--- src/hdl/pwtf_pkg.sv ---
package pwtf_pkg;
    localparam int CLK_PERIOD_NS = 10;
    localparam int MS_NS         = 1000000;
    localparam int MS_CYCLES     = MS_NS / CLK_PERIOD_NS;
    localparam int OC_PERIOD_S   = 4;
    localparam int OC_PERIOD_MS  = OC_PERIOD_S * 1000;
    localparam int OC_ON_MS_I    = 125;
    localparam int TEMP_PERIOD_MS = 100;
    localparam int FILTER_MS     = 500;
    localparam logic [6:0] OC_ON_MS   = 7'(OC_ON_MS_I);
    localparam logic [3:0] POWERUP_MS = 4'h2;
    localparam logic [3:0] PULL_MS    = 4'h1;
    localparam logic [3:0] BIAS_MS    = 4'h1;
    localparam int NUM_CELLS_DEF = 10;
    localparam int CELL_IDX_W    = 4;

    typedef enum logic [3:0] {
        MODE_SHUTDOWN = 4'h1,
        MODE_POWERUP  = 4'h2,
        MODE_ACTIVE   = 4'h4,
        MODE_LOWPOWER = 4'h8
    } pwtf_mode_e;

    typedef enum logic [2:0] {
        TCHK_IDLE = 3'h1,
        TCHK_PULL = 3'h2,
        TCHK_BIAS = 3'h4
    } pwtf_tchk_e;

    typedef struct packed {
        pwtf_mode_e            mode;
        logic                  ret_wake;
        logic                  chrg_wake;
        logic                  short_lock;
        logic                  chrg_q;
        logic [3:0]            pu_cnt;
        pwtf_tchk_e            tchk;
        logic [3:0]            tchk_cnt;
        logic                  ext_pu;
        logic                  ovt;
        logic                  opn;
        logic                  oc_on;
        logic [CELL_IDX_W-1:0] oc_idx;
        logic [6:0]            oc_cnt;
        logic                  reg_en;
        logic                  fet_on;
        logic                  bias;
        logic                  pulldn;
    } pwtf_state_s;
endpackage : pwtf_pkg

--- src/hdl/pwtf_tick.sv ---
// Divider: one-cycle pulse every LIMIT enables, held at zero by clr
module pwtf_tick
    import pwtf_pkg::*;
#(
    parameter int LIMIT = 4
)(
    input  wire logic clk_in,   // System clock
    input  wire logic nrst_in,  // Async reset, active low
    input  wire logic clr_in,   // Synchronous clear
    input  wire logic en_in,    // Count enable
    output logic      tick_out  // Pulse on last count
);
    localparam int W = $clog2(LIMIT + 1);
    localparam logic [W-1:0] LAST = W'(LIMIT - 1);

    typedef struct packed {
        logic [W-1:0] cnt;
    } pwtf_tick_s;

    pwtf_tick_s st_r;
    pwtf_tick_s st_nxt;

    // Pulse is combinational so the consumer sees it in the counting cycle
    assign tick_out = en_in && !clr_in && (st_r.cnt == LAST);

    // Next count
    always_comb
    begin
        st_nxt = st_r;
        if (clr_in)
            st_nxt.cnt = '0;
        else if (en_in)
            st_nxt.cnt = (st_r.cnt == LAST) ? '0 : W'(st_r.cnt + 1'b1);
    end

    // State register
    always_ff @(posedge clk_in or negedge nrst_in)
    begin
        if (!nrst_in)
            st_r <= '0;
        else
            st_r <= st_nxt;
    end
endmodule : pwtf_tick

--- src/hdl/pwtf_ctrl.sv ---
// Wake, shutdown, thermistor fault and open-cell sequencing
module pwtf_ctrl
    import pwtf_pkg::*;
#(
    parameter int MS_CYC    = MS_CYCLES,    // Clock cycles per millisecond
    parameter int NUM_CELLS = NUM_CELLS_DEF // Cells in the stack
)(
    input  wire logic                 CLK_IN,               // 100 MHz clock
    input  wire logic                 NRST_IN,              // Async reset, active low
    input  wire logic                 CHARGER_SENSE_IN,     // Comparator: above 0.5 V
    input  wire logic                 CHARGER_RETURN_IN,    // Comparator: below ground - 2 V
    input  wire logic                 THERM_SHORT_IN,       // Sense below short threshold
    input  wire logic                 THERM_OPEN_IN,        // Sense above open threshold
    input  wire logic                 THERM_HOT_IN,         // Sense below hot threshold
    input  wire logic                 THERM_EXT_PU_IN,      // Sense above ext pullup level
    input  wire logic                 FAULT_IN,             // Other protection fault present
    input  wire logic                 CFG_FAULT_SHDN_IN,    // 1: fault after charger wake shuts down
    input  wire logic                 FET_REQ_IN,           // Protection logic wants FETs on
    output logic                      REGULATOR_EN_OUT,     // Internal regulator enable
    output logic                      DISCHARGE_FET_DRIVE_OUT, // Discharge FET on
    output logic                      CHARGE_FET_DRIVE_OUT, // Charge FET on
    output logic                      THERMISTOR_BIAS_OUT,  // Thermistor bias drive
    output logic                      THERM_PULLDOWN_OUT,   // Weak pulldown on sense
    output logic [NUM_CELLS-1:0]      OPEN_CELL_LOAD_OUT,   // Test load per cell
    output logic                      OVERTEMP_OUT,         // Overtemperature fault
    output logic                      OPEN_THERM_OUT,       // Open or cold thermistor
    output logic                      SHORT_LOCK_OUT,       // Shut down by shorted thermistor
    output logic [3:0]                MODE_OUT              // One-hot operating mode
);
    localparam logic [CELL_IDX_W-1:0] LAST_CELL = CELL_IDX_W'(NUM_CELLS - 1);

    pwtf_state_s st_r;
    pwtf_state_s st_nxt;
    logic        ms_tick;
    logic        oc_tick;
    logic        temp_tick;
    logic        chrg_rise;
    logic        not_active;

    assign not_active = (st_r.mode != MODE_ACTIVE);
    // Wake needs a fresh appearance, so a charger left in place cannot loop a fault wake
    assign chrg_rise = CHARGER_SENSE_IN && !st_r.chrg_q;

    // Millisecond time base; stopped in shutdown with the rest of the logic
    pwtf_tick #(.LIMIT(MS_CYC)) u_ms (
        .clk_in   (CLK_IN),
        .nrst_in  (NRST_IN),
        .clr_in   (st_r.mode == MODE_SHUTDOWN),
        .en_in    (1'b1),
        .tick_out (ms_tick)
    );

    // Open-cell check period
    pwtf_tick #(.LIMIT(OC_PERIOD_MS)) u_oc (
        .clk_in   (CLK_IN),
        .nrst_in  (NRST_IN),
        .clr_in   (not_active),
        .en_in    (ms_tick),
        .tick_out (oc_tick)
    );

    // Thermistor check period
    pwtf_tick #(.LIMIT(TEMP_PERIOD_MS)) u_temp (
        .clk_in   (CLK_IN),
        .nrst_in  (NRST_IN),
        .clr_in   (not_active),
        .en_in    (ms_tick),
        .tick_out (temp_tick)
    );

    // Next state and registered outputs
    always_comb
    begin
        st_nxt = st_r;
        st_nxt.chrg_q = CHARGER_SENSE_IN;
        case (st_r.mode)
            MODE_SHUTDOWN:
            begin
                if (chrg_rise)
                begin
                    st_nxt.mode       = MODE_POWERUP;
                    st_nxt.chrg_wake  = 1'b1;
                    st_nxt.ret_wake   = 1'b0;
                    st_nxt.short_lock = 1'b0;
                    st_nxt.pu_cnt     = '0;
                end
                else if (CHARGER_RETURN_IN && !st_r.short_lock)
                begin
                    st_nxt.mode     = MODE_POWERUP;
                    st_nxt.ret_wake  = 1'b1;
                    st_nxt.chrg_wake = 1'b0;
                    st_nxt.pu_cnt   = '0;
                end
            end
            MODE_POWERUP:
            begin
                if (ms_tick)
                begin
                    st_nxt.pu_cnt = 4'(st_r.pu_cnt + 1'b1);
                    if (st_r.pu_cnt == POWERUP_MS - 4'h1)
                    begin
                        st_nxt.chrg_wake = 1'b0;
                        st_nxt.mode      = MODE_ACTIVE;
                        if (st_r.chrg_wake && FAULT_IN)
                            st_nxt.mode = CFG_FAULT_SHDN_IN ? MODE_SHUTDOWN : MODE_LOWPOWER;
                    end
                end
            end
            MODE_ACTIVE:
            begin
                // Thermistor check: pulldown phase, then bias phase, then evaluate
                case (st_r.tchk)
                    TCHK_IDLE:
                    begin
                        if (temp_tick)
                        begin
                            st_nxt.tchk     = TCHK_PULL;
                            st_nxt.tchk_cnt = '0;
                        end
                    end
                    TCHK_PULL:
                    begin
                        if (ms_tick)
                        begin
                            st_nxt.tchk_cnt = 4'(st_r.tchk_cnt + 1'b1);
                            if (st_r.tchk_cnt == PULL_MS - 4'h1)
                            begin
                                st_nxt.ext_pu   = THERM_EXT_PU_IN;
                                st_nxt.tchk     = TCHK_BIAS;
                                st_nxt.tchk_cnt = '0;
                            end
                        end
                    end
                    TCHK_BIAS:
                    begin
                        if (ms_tick)
                        begin
                            st_nxt.tchk_cnt = 4'(st_r.tchk_cnt + 1'b1);
                            if (st_r.tchk_cnt == BIAS_MS - 4'h1)
                            begin
                                st_nxt.tchk = TCHK_IDLE;
                                // A clean check clears open within one period, below filter
                                st_nxt.opn  = 1'b0;
                                st_nxt.ovt  = 1'b0;
                                if (THERM_SHORT_IN)
                                begin
                                    st_nxt.mode       = MODE_SHUTDOWN;
                                    st_nxt.short_lock = 1'b1;
                                end
                                else if (THERM_OPEN_IN)
                                    st_nxt.opn = 1'b1;
                                else if (THERM_HOT_IN)
                                    st_nxt.ovt = 1'b1;
                            end
                        end
                    end
                    default:
                        st_nxt.tchk = TCHK_IDLE;
                endcase
                // Open-cell load walks the cells one at a time
                if (oc_tick)
                begin
                    st_nxt.oc_on  = 1'b1;
                    st_nxt.oc_cnt = '0;
                end
                else if (st_r.oc_on && ms_tick)
                begin
                    st_nxt.oc_cnt = 7'(st_r.oc_cnt + 1'b1);
                    if (st_r.oc_cnt == OC_ON_MS - 7'h01)
                    begin
                        st_nxt.oc_on  = 1'b0;
                        st_nxt.oc_idx = (st_r.oc_idx == LAST_CELL) ? '0 :
                                        CELL_IDX_W'(st_r.oc_idx + 1'b1);
                    end
                end
            end
            MODE_LOWPOWER:
            begin
                if (!FAULT_IN)
                    st_nxt.mode = MODE_ACTIVE;
            end
            default:
                st_nxt.mode = MODE_SHUTDOWN;
        endcase
        // A return-pin wake lasts only while the pin is held, unless a charger latches it
        if (st_r.ret_wake && st_r.mode != MODE_SHUTDOWN)
        begin
            if (CHARGER_SENSE_IN)
                st_nxt.ret_wake = 1'b0;
            else if (!CHARGER_RETURN_IN)
            begin
                st_nxt.mode     = MODE_SHUTDOWN;
                st_nxt.ret_wake = 1'b0;
            end
        end
        // Checks stop outside active mode; overtemp and open faults are forgotten in shutdown, the short lock is kept
        if (st_nxt.mode != MODE_ACTIVE)
        begin
            st_nxt.tchk  = TCHK_IDLE;
            st_nxt.oc_on = 1'b0;
        end
        if (st_nxt.mode == MODE_SHUTDOWN)
        begin
            st_nxt.ovt      = 1'b0;
            st_nxt.opn      = 1'b0;
            st_nxt.chrg_wake = 1'b0;
        end
        st_nxt.reg_en = (st_nxt.mode != MODE_SHUTDOWN);
        st_nxt.fet_on = (st_nxt.mode == MODE_ACTIVE) && !st_nxt.ovt && !st_nxt.opn &&
                        FET_REQ_IN;
        st_nxt.pulldn = (st_nxt.tchk != TCHK_IDLE);
        st_nxt.bias   = (st_nxt.tchk == TCHK_BIAS) && !st_nxt.ext_pu;
    end

    // State register
    always_ff @(posedge CLK_IN or negedge NRST_IN)
    begin
        if (!NRST_IN)
        begin
            st_r      <= '0;
            st_r.mode <= MODE_SHUTDOWN;
            st_r.tchk <= TCHK_IDLE;
        end
        else
            st_r <= st_nxt;
    end

    // Output mapping
    assign REGULATOR_EN_OUT        = st_r.reg_en;
    assign DISCHARGE_FET_DRIVE_OUT = st_r.fet_on;
    assign CHARGE_FET_DRIVE_OUT    = st_r.fet_on;
    assign THERMISTOR_BIAS_OUT     = st_r.bias;
    assign THERM_PULLDOWN_OUT      = st_r.pulldn;
    assign OVERTEMP_OUT            = st_r.ovt;
    assign OPEN_THERM_OUT          = st_r.opn;
    assign SHORT_LOCK_OUT          = st_r.short_lock;
    assign MODE_OUT                = st_r.mode;

    // Only the indexed cell gets the load
    always_comb
    begin
        OPEN_CELL_LOAD_OUT = '0;
        for (int i = 0; i < NUM_CELLS; i++)
            OPEN_CELL_LOAD_OUT[i] = st_r.oc_on && (st_r.oc_idx == CELL_IDX_W'(i));
    end
endmodule : pwtf_ctrl

--- config.mk ---
export PLATFORM = sky130hd
export DESIGN_NAME = pwtf_ctrl
export DESIGN_NICKNAME = d
export VERILOG_FILES = /design/src/hdl/pwtf_pkg.sv /design/src/hdl/pwtf_tick.sv /design/src/hdl/pwtf_ctrl.sv
export SDC_FILE = /design/constraint.sdc
export NUM_CORES = 1
export LEC_CHECK = 0
export BUFFER_PORTS_ARGS = -buffer_cell sky130_fd_sc_hd__buf_2
export CELL_PAD_IN_SITES_DETAIL_PLACEMENT = 0
export CELL_PAD_IN_SITES_GLOBAL_PLACEMENT = 1
export CORE_UTILIZATION = 45
export DETAILED_ROUTE_END_ITERATION = 12
export PLACE_DENSITY = 0.78
export SYNTH_ARGS = -nofsm -noshare
export SYNTH_HDL_FRONTEND = slang
export SYNTH_HIERARCHICAL = 1
export SYNTH_SLANG_ARGS = --single-unit
--- constraint.sdc ---
create_clock -name CLK_IN -period 4.2 [get_ports CLK_IN]
set_input_delay 0.21 -clock CLK_IN [delete_from_list [all_inputs] [get_ports CLK_IN]]
set_output_delay 0.21 -clock CLK_IN [all_outputs]
set_load 0.02 [all_outputs]
# Word level (Yosys, flattened, before mapping)
# Index checks and enable logic that the tools add are counted.
# W data, S select, Z words.
[totals]
latchBits = 0
mem_count = 0
register_bits = 74
mem_bits_ro = 0
inputBits = 11
wordCells = 183
ramBits = 0
[op_classes]
bitwise = 1
magnitude_cmp = 0
add_sub_neg = 7
n_eq_ne = 42
shift = 0
mux = 64
reduce_logical = 48
div = 0
multipliers = 0
[ops]
columns = ["operator", "n"]
rows = [
  ["$mux W4", 15],
  ["$mux W12", 4],
  ["$mux W7", 6],
  ["$mux W17", 2],
  ["$eq A4 B3 Y1 const B", 6],
  ["$logic_and A1 B1 Y1", 23],
  ["$mux W22", 1],
  ["$add A17 B1 Y17 const B", 1],
  ["$eq A17 B17 Y1 const B", 1],
  ["$eq A4 B1 Y1 const B", 4],
  ["$mux W1", 16],
  ["$mux W8", 2],
  ["$ne A2 B2 Y1 const B", 8],
  ["$pmux W4 S4", 1],
  ["$mux W5", 3],
  ["$add A7 B1 Y7 const B", 2],
  ["$eq A7 B7 Y1 const B", 2],
  ["$add A12 B1 Y12 const B", 1],
  ["$add A4 B1 Y4 const B", 3],
  ["$eq A12 B12 Y1 const B", 1],
  ["$eq A4 B2 Y1 const B", 3],
  ["$eq A4 B4 Y1 const B", 3],
  ["$mux W6", 2],
  ["$pmux W4 S3", 1],
  ["24 further kinds", 51],
]

# Logic depth before layout (Yosys ltp)
# Gate-level depths: netlist of the first run.
[depth]
ltp_word = 15
depth_mapped = 13
depth_no_buf = 10

# By module
# The synthesis of the first run kept the hierarchy.
[modules_own_cells]
columns = ["module", "area_per_inst_um2", "instances", "cells_per_inst", "seq_area_each_um2"]
rows = [
  ["pwtf_ctrl", 2273.4, 1, 249, 953.4],
  ["pwtf_tick (u_ms)", 1074.8, 1, 116, 425.4],
  ["pwtf_tick (u_oc)", 664.4, 1, 71, 300.3],
  ["pwtf_tick (u_temp)", 434.2, 1, 45, 175.2],
]

# Worst setup path before layout of the first run
# OpenSTA, ideal clock, no wires.
[synth_timing]
path_type = "register to register"
startpoint = "register st_r, in the netlist MODE_OUT[0]"
endpoint = "register st_r[12] (netlist name)"
setup_slack_ns = 0.972
setup_ns = 0.125
path_buffers = 2
t_arrival_ns = 3.103
stages_incl_launch_ff = 12
required_ns = 4.075
path_cell_list = "dfstp_2 > or4b_2 > clkbuf_1 > inv_1 > buf_2 > nand2b_1 > nor2_1 > nand2b_1 > nor2_1 > or3_1 > nor3_1 > mux2_2"
[synth_rtl]
columns = ["item", "line_no", "rtl"]
rows = [
  ["start, declared", "pwtf_ctrl.sv:32", "pwtf_state_s st_r;"],
  ["start signal, assigned", "pwtf_ctrl.sv:225", "st_r <= st_nxt;"],
]

==> run metrics, run 1 <==
largest net degree at the start of global routing 75; total power draw 1.59 mW; share of cells above drive strength 1 0.158; Final Hold Fails 9; FF-to-FF path depth 9; Fillers 881; worst skew pair latency 0.34 ns; Gates resized, CTS repair 0; RD Place Congestion 0.803; DP HPWL 6600 um; # diodes 0; CTS tree built; adder-cell share of the synthesized area 0.0253; dpl ws 0.899 ns; post-synthesis cell type count 76; Seq cells post-synth 74; Multi-input gate area 0.00240 mm^2; worst path bufs/invs 1; Worst VDD drop 0.165 mV; list of most frequent post-synthesis cells dfrtp_1 (72), nand2_1 (40), nor2_1 (39); Hold WS -0.0185 ns; Avg Inst Size Synth 9.24 um^2; Reg clk slew, reported paths 0.08 ns; CP Launch Type flip-flop; EDFF count, synth 0; cts bufs inserted 9; Post-Synth XOR/XNOR Area 0.0197; sequential area share after synthesis 0.417; pwr dens 325 mW/mm^2; Cells after DPL 624; post-route ant nets 0; I/O Pins 33; max incr delay on CP 0.72 ns; worst slew pin tran 0.944 ns; path type of the worst setup path reg -> reg; clk sink count 74; Die Area 0.0103 mm^2; fin cells 641; Slew Limit Headroom 0.371; critical-path cell list or4b_2, inv_1, nand2b_1, nor2_2, nand2b_1, nor2_1, or3_1, nor3_1, mux2_2; Setup Buffers After CTS 0; Post-route DRC 0; clk buf depth 2; Starting Density 0.472; Via Count 3669; CP dominant cell by count nand2b_1; Crit path required time 4.43 ns; failing checks hold timing; RSZ-0062 raised after global routing no; synth top area cells dfrtp_1 (41%), o21ai_0 (3.5%), nand2_1 (3.4%); Slew Viols, Final 0; Routed WL 9530 um; status finished, violations left; Port-buffer cells 32; root buffer cell clkbuf_8; Largest delay share family, worst path simple AND/OR/NAND/NOR gates; clock period minus worst slack 3.27 ns; sequential cell area 0.00185 mm^2; synthesized net count 501; share of Yosys cell area claimed by the top area cell type 0.405; initial antenna violation count 0; post-synthesis mux area share 0.0304; Critical path origin MODE_OUT[0]$_DFF_PN1_; Setup violations, final 0; setup TNS 0 ns; arrival time worst endpoint 3.50 ns; post-synthesis simple-gate area fraction 0.304; Iteration-0 DRC Markers 170; vias per cell 5.72; htree depth 3; Synth Cell Area 0.00445 mm^2; Setup WS post-layout 0.929 ns; Hold WC Path Type in -> async; die width 101 um; endpoint class of the critical path flip-flop; stages on the worst setup path 9; Initial DRT Pass Iterations 4; Worst R2R Setup Slack 0.93 ns; DR WL/cell 14.9 um; Leak 2.13 nW; synthesized instance count 481; Tot GR Track Use 0.202; CP Max Fanout 10; ys async rst share 1.00; Compound-Gate Fraction of Synth Area 0.158; largest family of logic cells by synthesized area simple AND/OR/NAND/NOR gates; Final #Nets 527; YS warnings 6; Final period util 0.779; Worst R2R Start MODE_OUT[0]$_DFF_PN1_; clock skew 0.0140 ns; Layout area overhead 9.76%; total gr overflow 0; Post-synth top flop dfrtp_1; die height 101 um; cell taking the most area after synthesis dfrtp_1; Max Clk Rate 306 MHz; # hold bufs at CTS 1; first-pass GRT wire length 16500 um; vias in the first global route 3414; worst r2r dst st_r[12]$_DFFE_PN0P_; count leader, synth dfrtp_1; Max-cap violations 0; CP Capture Point st_r[12]$_DFFE_PN0P_; CP max stage cell or4b_2; row count 35; core area 0.00942 mm^2
-- worst min-delay path by stage --
stage / from / end / slack (ns) / cells after the start
6_report: NRST_IN / u_ms/st_r[10]$_DFFE_PN0P_ / -0.02 / 1
5_1_grt: NRST_IN / u_ms/st_r[10]$_DFFE_PN0P_ / 0.09 / 1
4_1_cts: NRST_IN / u_ms/st_r[14]$_DFFE_PN0P_ / 0.03 / 1
3_5_place_dp: CHARGER_SENSE_IN / st_r[30]$_DFF_PN0_ / 0.37 / 1
3_3_place_gp: CHARGER_SENSE_IN / st_r[30]$_DFF_PN0_ / 0.36 / 1
2_1_floorplan: NRST_IN / CHARGE_FET_DRIVE_OUT$_DFF_PN0_ / -0.09 / 0
-- logic make-up (layout without fill, tap and decap cells) --
kind of cell | count (synthesis) | after routing
xor+xnor | 10 | 10
compound gates | 103 | 103
fa+ha+maj | 9 | 9
buf+inv | 42 | 73
mux | 13 | 13
other cells | 1 | 1
flops | 74 | 74
simple gates | 229 | 229
-- power breakdown --
part	switching [mW]	leakage [nW]	internal, mW
registers	0.0343	0.972	0.746
logic	0.188	1.06	0.0875
clock network	0.268	0.0944	0.261
total	0.490	2.13	1.09
-- metal layers --
metal	global-route usage	vias up	wire, um
met4	0.0602	0	100
met1	0.291	1779	4910
li1	-	1832	-
met2	0.317	50	4270
met5	0	-	0
met3	0.0248	8	248
-- final cells by class --
cell class / instances / area share
Clock buffer: 12 / 0.0338
Clock inverter: 4 / 0.00513
Inverter: 20 / 0.0154
Multi-Input combinational cell: 365 / 0.491
Sequential cell: 74 / 0.380
Tap cell: 129 / 0.0331
Timing Repair Buffer: 37 / 0.0415
-- state kept, by name, indices dropped and copies added (netlist names) --
signal and flops:
THERM_PULLDOWN_OUT 1, u_oc/st_r 12, OPEN_THERM_OUT 1, u_ms/st_r 17, THERMISTOR_BIAS_OUT 1, OVERTEMP_OUT 1, u_temp/st_r 7, CHARGE_FET_DRIVE_OUT 1
MODE_OUT 4, REGULATOR_EN_OUT 1, st_r 27, SHORT_LOCK_OUT 1
-- metrics by stage --
stage / hold slack (ns) / util / instance area, um^2
floorplan: -0.0856 / - / 4450
global placement: 0.359 / 0.497 / 4680
detailed placement: 0.366 / 0.497 / 4680
CTS: 0.0307 / 0.518 / 4880
global route: 0.0938 / 0.518 / 4880
finish: -0.0185 / 0.518 / 4880
-- layout by cell type (no fill, tap or decap), types with 13 or more instances in the layout --
master | synthesis | final
nand2_1 | 40 | 40
nor2_1 | 39 | 38
a31oi_1 | 13 | 13
and3_1 | 15 | 15
buf_2 | 5 | 31
nand2b_1 | 16 | 16
inv_1 | 19 | 19
nor3_1 | 16 | 16
nand3_1 | 24 | 24
dfrtp_1 | 72 | 72
o21ai_0 | 31 | 31
-- worst register-to-register path: cells and delay by family, from the launching register on --
kind / cells / cell delay, ns
buffers and inverters: 1 / 0.11
DFF: 1 / 0.60
muxes: 1 / 0.35
and+or+nand+nor: 7 / 2.09
Note: power is estimated with default switching activity, not from simulation.
==> run 2, diff against run 1 <==
==> constraint.sdc (replaced) <==
create_clock -name CLK_IN -period 3.2 [get_ports CLK_IN]
set_input_delay 0.16 -clock CLK_IN [delete_from_list [all_inputs] [get_ports CLK_IN]]
set_output_delay 0.16 -clock CLK_IN [all_outputs]
set_load 0.02 [all_outputs]
==> run metrics, run 2 (synthesized netlist as in run 1, its figures left out) <==
DP HPWL 6970 um (+5.5%); Via Count 3702 (+0.90%); clk buf depth 2 (unchanged); register share of total power 0.497 (+0.005); commonest cells after routing, fill and taps aside dfrtp_1 (72), nand2_1 (40), nor2_1 (38); CP Launch Type flip-flop; DR WL/cell 15.1 um (+1.4%); Post-route DRC 0 (unchanged); Crit path required time 3.46 ns (-0.97 ns); Max Clk Rate 345 MHz (+13%); row count 35 (unchanged); share of cells above drive strength 1 0.173 (+0.0145); Reg clk slew, reported paths 0.08 ns (about the same); cts bufs inserted 9 (unchanged); post-route ant nets 0 (unchanged); Setup violations, final 0 (unchanged); root buffer cell clkbuf_8; endpoint class of the critical path flip-flop; clk sink count 74 (unchanged); commonest non-fill, non-tap cell in the layout dfrtp_1; I/O Pins 33 (unchanged); Layout area overhead 11.5%; Leak 2.19 nW (+2.7%); first-pass GRT wire length 16800 um (+1.8%); pwr dens 414 mW/mm^2 (+28%); max reg flops 27 (unchanged); CTS tree built; initial antenna violation count 0 (unchanged); fin cells 650 (+1.4%); Starting Density 0.472 (unchanged); core area 0.00942 mm^2 (unchanged); Min-Delay Path Depth 3; Sw Share 0.305 (-0.00381); die width 101 um (unchanged); Combinational Power Share 0.189 (+0.015); die height 101 um (unchanged); worst slew pin tran 0.943 ns (-0.000972 ns); setup TNS 0 ns (unchanged); CP Max Fanout 9 (-1); total power draw 2.05 mW (+30%); total gr overflow 0 (unchanged); FF-to-FF path depth 8 (-1); RSZ-0062 raised after global routing no; Routed WL 9800 um (+2.8%); worst skew pair latency 0.34 ns (about the same); # diodes 0 (unchanged); largest net degree at the start of global routing 75 (unchanged); fin util 0.526 (+0.00797); vias per cell 5.70 (-0.50%); vias in the first global route 3525 (+3.3%); status finished clean; Initial DRT Pass Iterations 4 (unchanged); htree depth 3 (unchanged); Hold WC Path Type in -> reg; RD Place Congestion 0.775 (-3.5%); Worst VDD drop 0.219 mV (+33%); Final #Nets 537 (+1.9%); Final period util 0.905 (+0.126); Cells after DPL 633 (+1.4%); Port-buffer cells 32 (unchanged); Slew Viols, Final 0 (unchanged); Die Area 0.0103 mm^2 (unchanged); Top reg by flops st_r; clock skew 0.00837 ns (-0.00561 ns); switching power 0.627 mW (+28%); Slew Limit Headroom 0.369 (-0.00168); Final Hold Fails 0 (-9); path type of the worst setup path reg -> reg; clock period minus worst slack 2.90 ns (-0.374 ns); Top Registers st_r x27, u_ms/st_r x17, u_oc/st_r x12; clock group share of total power 0.313 (-0.021); Tot GR Track Use 0.209 (+0.00767); internal power 1.43 mW (+30%); arrival time worst endpoint 3.15 ns (-0.35 ns); Iteration-0 DRC Markers 120 (-29%); Max-cap violations 0 (unchanged)
[run 2: cell types whose count changed in the layout (fill, tap and decap cells not counted), sizes merged]
cell | previous run | this run
clkinv | 2 | 3
dlygate4sd3 | 1 | 2
clkinvlp | 2 | 0
buf | 36 | 45
[run 2: worst paths after layout]
path | start | endpoint | slack [ns]
max reg2reg | u_ms/st_r[1]$_DFFE_PN0P_ | OVERTEMP_OUT$_DFF_PN0_ | 0.30
max | u_ms/st_r[1]$_DFFE_PN0P_ | OVERTEMP_OUT$_DFF_PN0_ | 0.30
min reg2reg | st_r[29]$_DFFE_PN0P_ | st_r[29]$_DFFE_PN0P_ | 0.48
min in group asynchronous | NRST_IN | u_ms/st_r[8]$_DFFE_PN0P_ | 0.49
min | FET_REQ_IN | CHARGE_FET_DRIVE_OUT$_DFF_PN0_ | 0.05
max in group asynchronous | NRST_IN | u_oc/st_r[8]$_DFFE_PN0P_ | 2.11
[run 2: metal layers]
metal | vias to the layer above | routed length [um] | global-route usage
li1 | 1848 | - | -
met1 | 1798 | 4850 | 0.283
met2 | 49 | 4600 | 0.332
met3 | 7 | 248 | 0.0442
met4 | 0 | 97 | 0.0747
met5 | - | 0 | 0
[run 2: stage by stage]
stage	setup slack (ns)	hold slack [ns]	cell area, um^2
final	0.303	0.0488	4960
after global routing	0.105	0.0462	4960
after CTS	0.156	0.0293	4950
after detailed placement	0.174	0.326	4760
after global placement	0.236	0.314	4760
after floorplan	0.0601	-0.136	4450
[run 2: cell type report]
class                   instances  area, um^2
well taps                     129         161
repair buffers                 47         280
clock inverters                 3        15.0
multi-input cells             365        2410
flip-flops and latches         74        1850
inverters                      20        75.1
fillers                       895        4460
clock buffers                  12         155
[run 2: power by group through the flow]
stage | sequential [mW] | clock, mW | combinational (mW)
after floorplan | 1.04 | 0 | 0.263
after global placement | 1.03 | 0 | 0.372
after detailed placement | 1.04 | 0 | 0.377
after CTS | 1.02 | 0.674 | 0.379
after global routing | 1.03 | 0.724 | 0.439
final | 1.02 | 0.643 | 0.389
[run 2: critical path: stages (launching register included)]
cell and delay [ns]:
dfrtp_1 0.41, ha_1 0.23, and4_1 0.25, nand4_1 0.16
nor2_2 0.35, nand2b_1 0.16, or4_4 0.48, or4b_1 0.54
a211oi_2 0.23
[run 2: timing repair]
action                                  in CTS  in global routing
hold endpoints to repair                    61                  0
endpoints found under the setup margin       0                  4
setup buffers                                0                  0
hold buffers                                 2                  0
resized for setup                            0                  2
==> run 3, diff against run 2 <==
--- a/config.mk
+++ b/config.mk
@@ -11,6 +11,7 @@
 export CORE_UTILIZATION = 45
 export DETAILED_ROUTE_END_ITERATION = 12
 export PLACE_DENSITY = 0.78
+export REMOVE_ABC_BUFFERS = 1
 export SYNTH_ARGS = -nofsm -noshare
 export SYNTH_HDL_FRONTEND = slang
 export SYNTH_HIERARCHICAL = 1
==> run metrics, run 3 (synthesized netlist as in run 1, its figures left out) <==
worst skew pair latency 0.35 ns (about the same); clk sink count 74 (unchanged); pwr dens 438 mW/mm^2 (+5.7%); CTS tree built; Crit path required time 3.47 ns (about the same); arrival time worst endpoint 3.16 ns (about the same); Combinational Power Share 0.169 (-0.020); Worst VDD drop 0.251 mV (+15%); clock group share of total power 0.367 (+0.054); Slew Limit Headroom 0.322 (-0.0465); CP max stage cell or4b_1; Max-cap violations 0 (unchanged); Leak 2.24 nW (+2.6%); Fillers 885 (-1.1%); Final period util 0.903 (-0.00185); Tot GR Track Use 0.201 (-0.00803); Reg clk slew, reported paths 0.09 ns (about the same); Initial DRT Pass Iterations 4 (unchanged); max reg flops 27 (unchanged); RD Place Congestion 0.818 (+5.5%); Die Area 0.0103 mm^2 (unchanged); initial antenna violation count 0 (unchanged); vias per cell 5.65 (-0.85%); worst r2r dst OVERTEMP_OUT$_DFF_PN0_; Via Count 3727 (+0.68%); CP Max Fanout 10 (+1); die height 101 um (unchanged); DP HPWL 6620 um (-5.0%); Final Hold Fails 0 (unchanged); root buffer cell clkbuf_8; htree depth 3 (unchanged); DR WL/cell 14.4 um (-4.3%); first-pass GRT wire length 16400 um (-2.7%); Max Clk Rate 346 MHz (+0.21%); clock period minus worst slack 2.89 ns (-0.00593 ns); worst slew pin tran 1.01 ns (+0.0695 ns); Layout area overhead 13.7%; endpoint class of the critical path flip-flop; FF-to-FF path depth 8 (unchanged); Post-route DRC 0 (unchanged); clk buf depth 2 (unchanged); post-route ant nets 0 (unchanged); status finished clean; vias in the first global route 3474 (-1.4%); Top reg by flops st_r; I/O Pins 33 (unchanged); largest net degree at the start of global routing 75 (unchanged); Routed WL 9520 um (-2.8%); Starting Density 0.472 (unchanged); Setup WS post-layout 0.309 ns (+0.00593 ns); critical-path cell list ha_1, and4_1, nand4_1, nor2_2, nand2b_1, or4_4, or4b_1, a211oi_2; Port-buffer cells 32 (unchanged); commonest non-fill, non-tap cell in the layout dfrtp_1; Worst R2R Setup Slack 0.31 ns (about the same); die width 101 um (unchanged); Hold WC Path Type in -> reg; commonest cells after routing, fill and taps aside dfrtp_1 (72), nand2_1 (40), nor2_1 (38); Final #Nets 546 (+1.7%); Top Registers st_r x27, u_ms/st_r x17, u_oc/st_r x12; dpl ws 0.140 ns (-0.0343 ns); total gr overflow 0 (unchanged); Min-Delay Path Depth 3 (unchanged); row count 35 (unchanged); fin util 0.537 (+0.0105); path type of the worst setup path reg -> reg; Sw Share 0.294 (-0.0115); RSZ-0062 raised after global routing no; clock skew 0.0162 ns (+0.00779 ns); Worst R2R Start u_ms/st_r[0]$_DFFE_PN0P_; share of cells above drive strength 1 0.185 (+0.0118); fin cells 660 (+1.5%); CP Launch Type flip-flop; Iteration-0 DRC Markers 133 (+11%); Placement Cell Area 0.00481 mm^2 (+1.2%); max incr delay on CP 0.54 ns (about the same); Cells after DPL 642 (+1.4%); Hold Path Sink CHARGE_FET_DRIVE_OUT$_DFF_PN0_; internal power 1.56 mW (+9.6%); # diodes 0 (unchanged); core area 0.00942 mm^2 (unchanged); design area 0.00505 mm^2 (+2.0%); cts bufs inserted 9 (unchanged); register share of total power 0.463 (-0.034); hold_sp FET_REQ_IN; switching power 0.650 mW (+3.8%); Slew Viols, Final 0 (unchanged); Setup violations, final 0 (unchanged)
## run 3: layout make-up
type                    count  area, um^2  area share
inverters                  20        75.1      0.0149
multi-input cells         365        2400       0.474
clock buffers              11         141      0.0280
clock inverters             5        77.6      0.0153
repair buffers             56         348      0.0688
flip-flops and latches     74        1850       0.367
well taps                 129         161      0.0319
## run 3: worst max path at each step
stage,slack (ns),to,from
finish,0.31,OVERTEMP_OUT$_DFF_PN0_,u_ms/st_r[0]$_DFFE_PN0P_
detailed placement,0.14,OVERTEMP_OUT$_DFF_PN0_,u_ms/st_r[0]$_DFFE_PN0P_
global placement,0.22,OVERTEMP_OUT$_DFF_PN0_,u_ms/st_r[0]$_DFFE_PN0P_
CTS,0.13,OVERTEMP_OUT$_DFF_PN0_,u_ms/st_r[0]$_DFFE_PN0P_
global route,0.08,st_r[14]$_DFFE_PN0P_,MODE_OUT[0]$_DFF_PN1_
floorplan,-0.37,OVERTEMP_OUT$_DFF_PN0_,u_ms/st_r[0]$_DFFE_PN0P_
## run 3: metrics by stage
stage          power (mW)  TNS [ns]  hold slack, ns
2_1_floorplan        1.26     -2.48          -0.136
3_3_place_gp         1.41         0           0.308
3_5_place_dp         1.41         0           0.313
4_1_cts              2.24         0          0.0115
5_1_grt              2.34         0          0.0328
6_report             2.21         0          0.0299
## run 3: power groups by stage
stage	sequential, mW	clock [mW]	combinational, mW
3_5_place_dp	1.04	0	0.369
6_report	1.03	0.813	0.375
5_1_grt	1.03	0.875	0.428
2_1_floorplan	1.06	0	0.207
4_1_cts	1.03	0.837	0.373
3_3_place_gp	1.04	0	0.369
## run 3: per-layer routing
layer	up-vias	track usage	share of wire
met4	0	0.0569	0.0055
met1	1822	0.258	0.48
met5	-	0	0
li1	1871	-	-
met2	32	0.346	0.49
met3	2	0.0380	0.018
## run 3: what timing repair did
item | in CTS | in global routing
setup endpoints to repair | 0 | 6
setup buffers | 0 | 0
hold endpoints to repair | 23 | 0
resized for setup | 0 | 1
hold buffers | 2 | 0
## run 3: critical path: cells and delay by family, from the launching register on
| family | cells | cell delay, ns |
|---|---|---|
| AND/OR/NAND/NOR | 6 | 1.93 |
| flip-flops | 1 | 0.42 |
| adder cells (fa/ha/maj) | 1 | 0.23 |
| AO/OA/AOI/OAI | 1 | 0.23 |
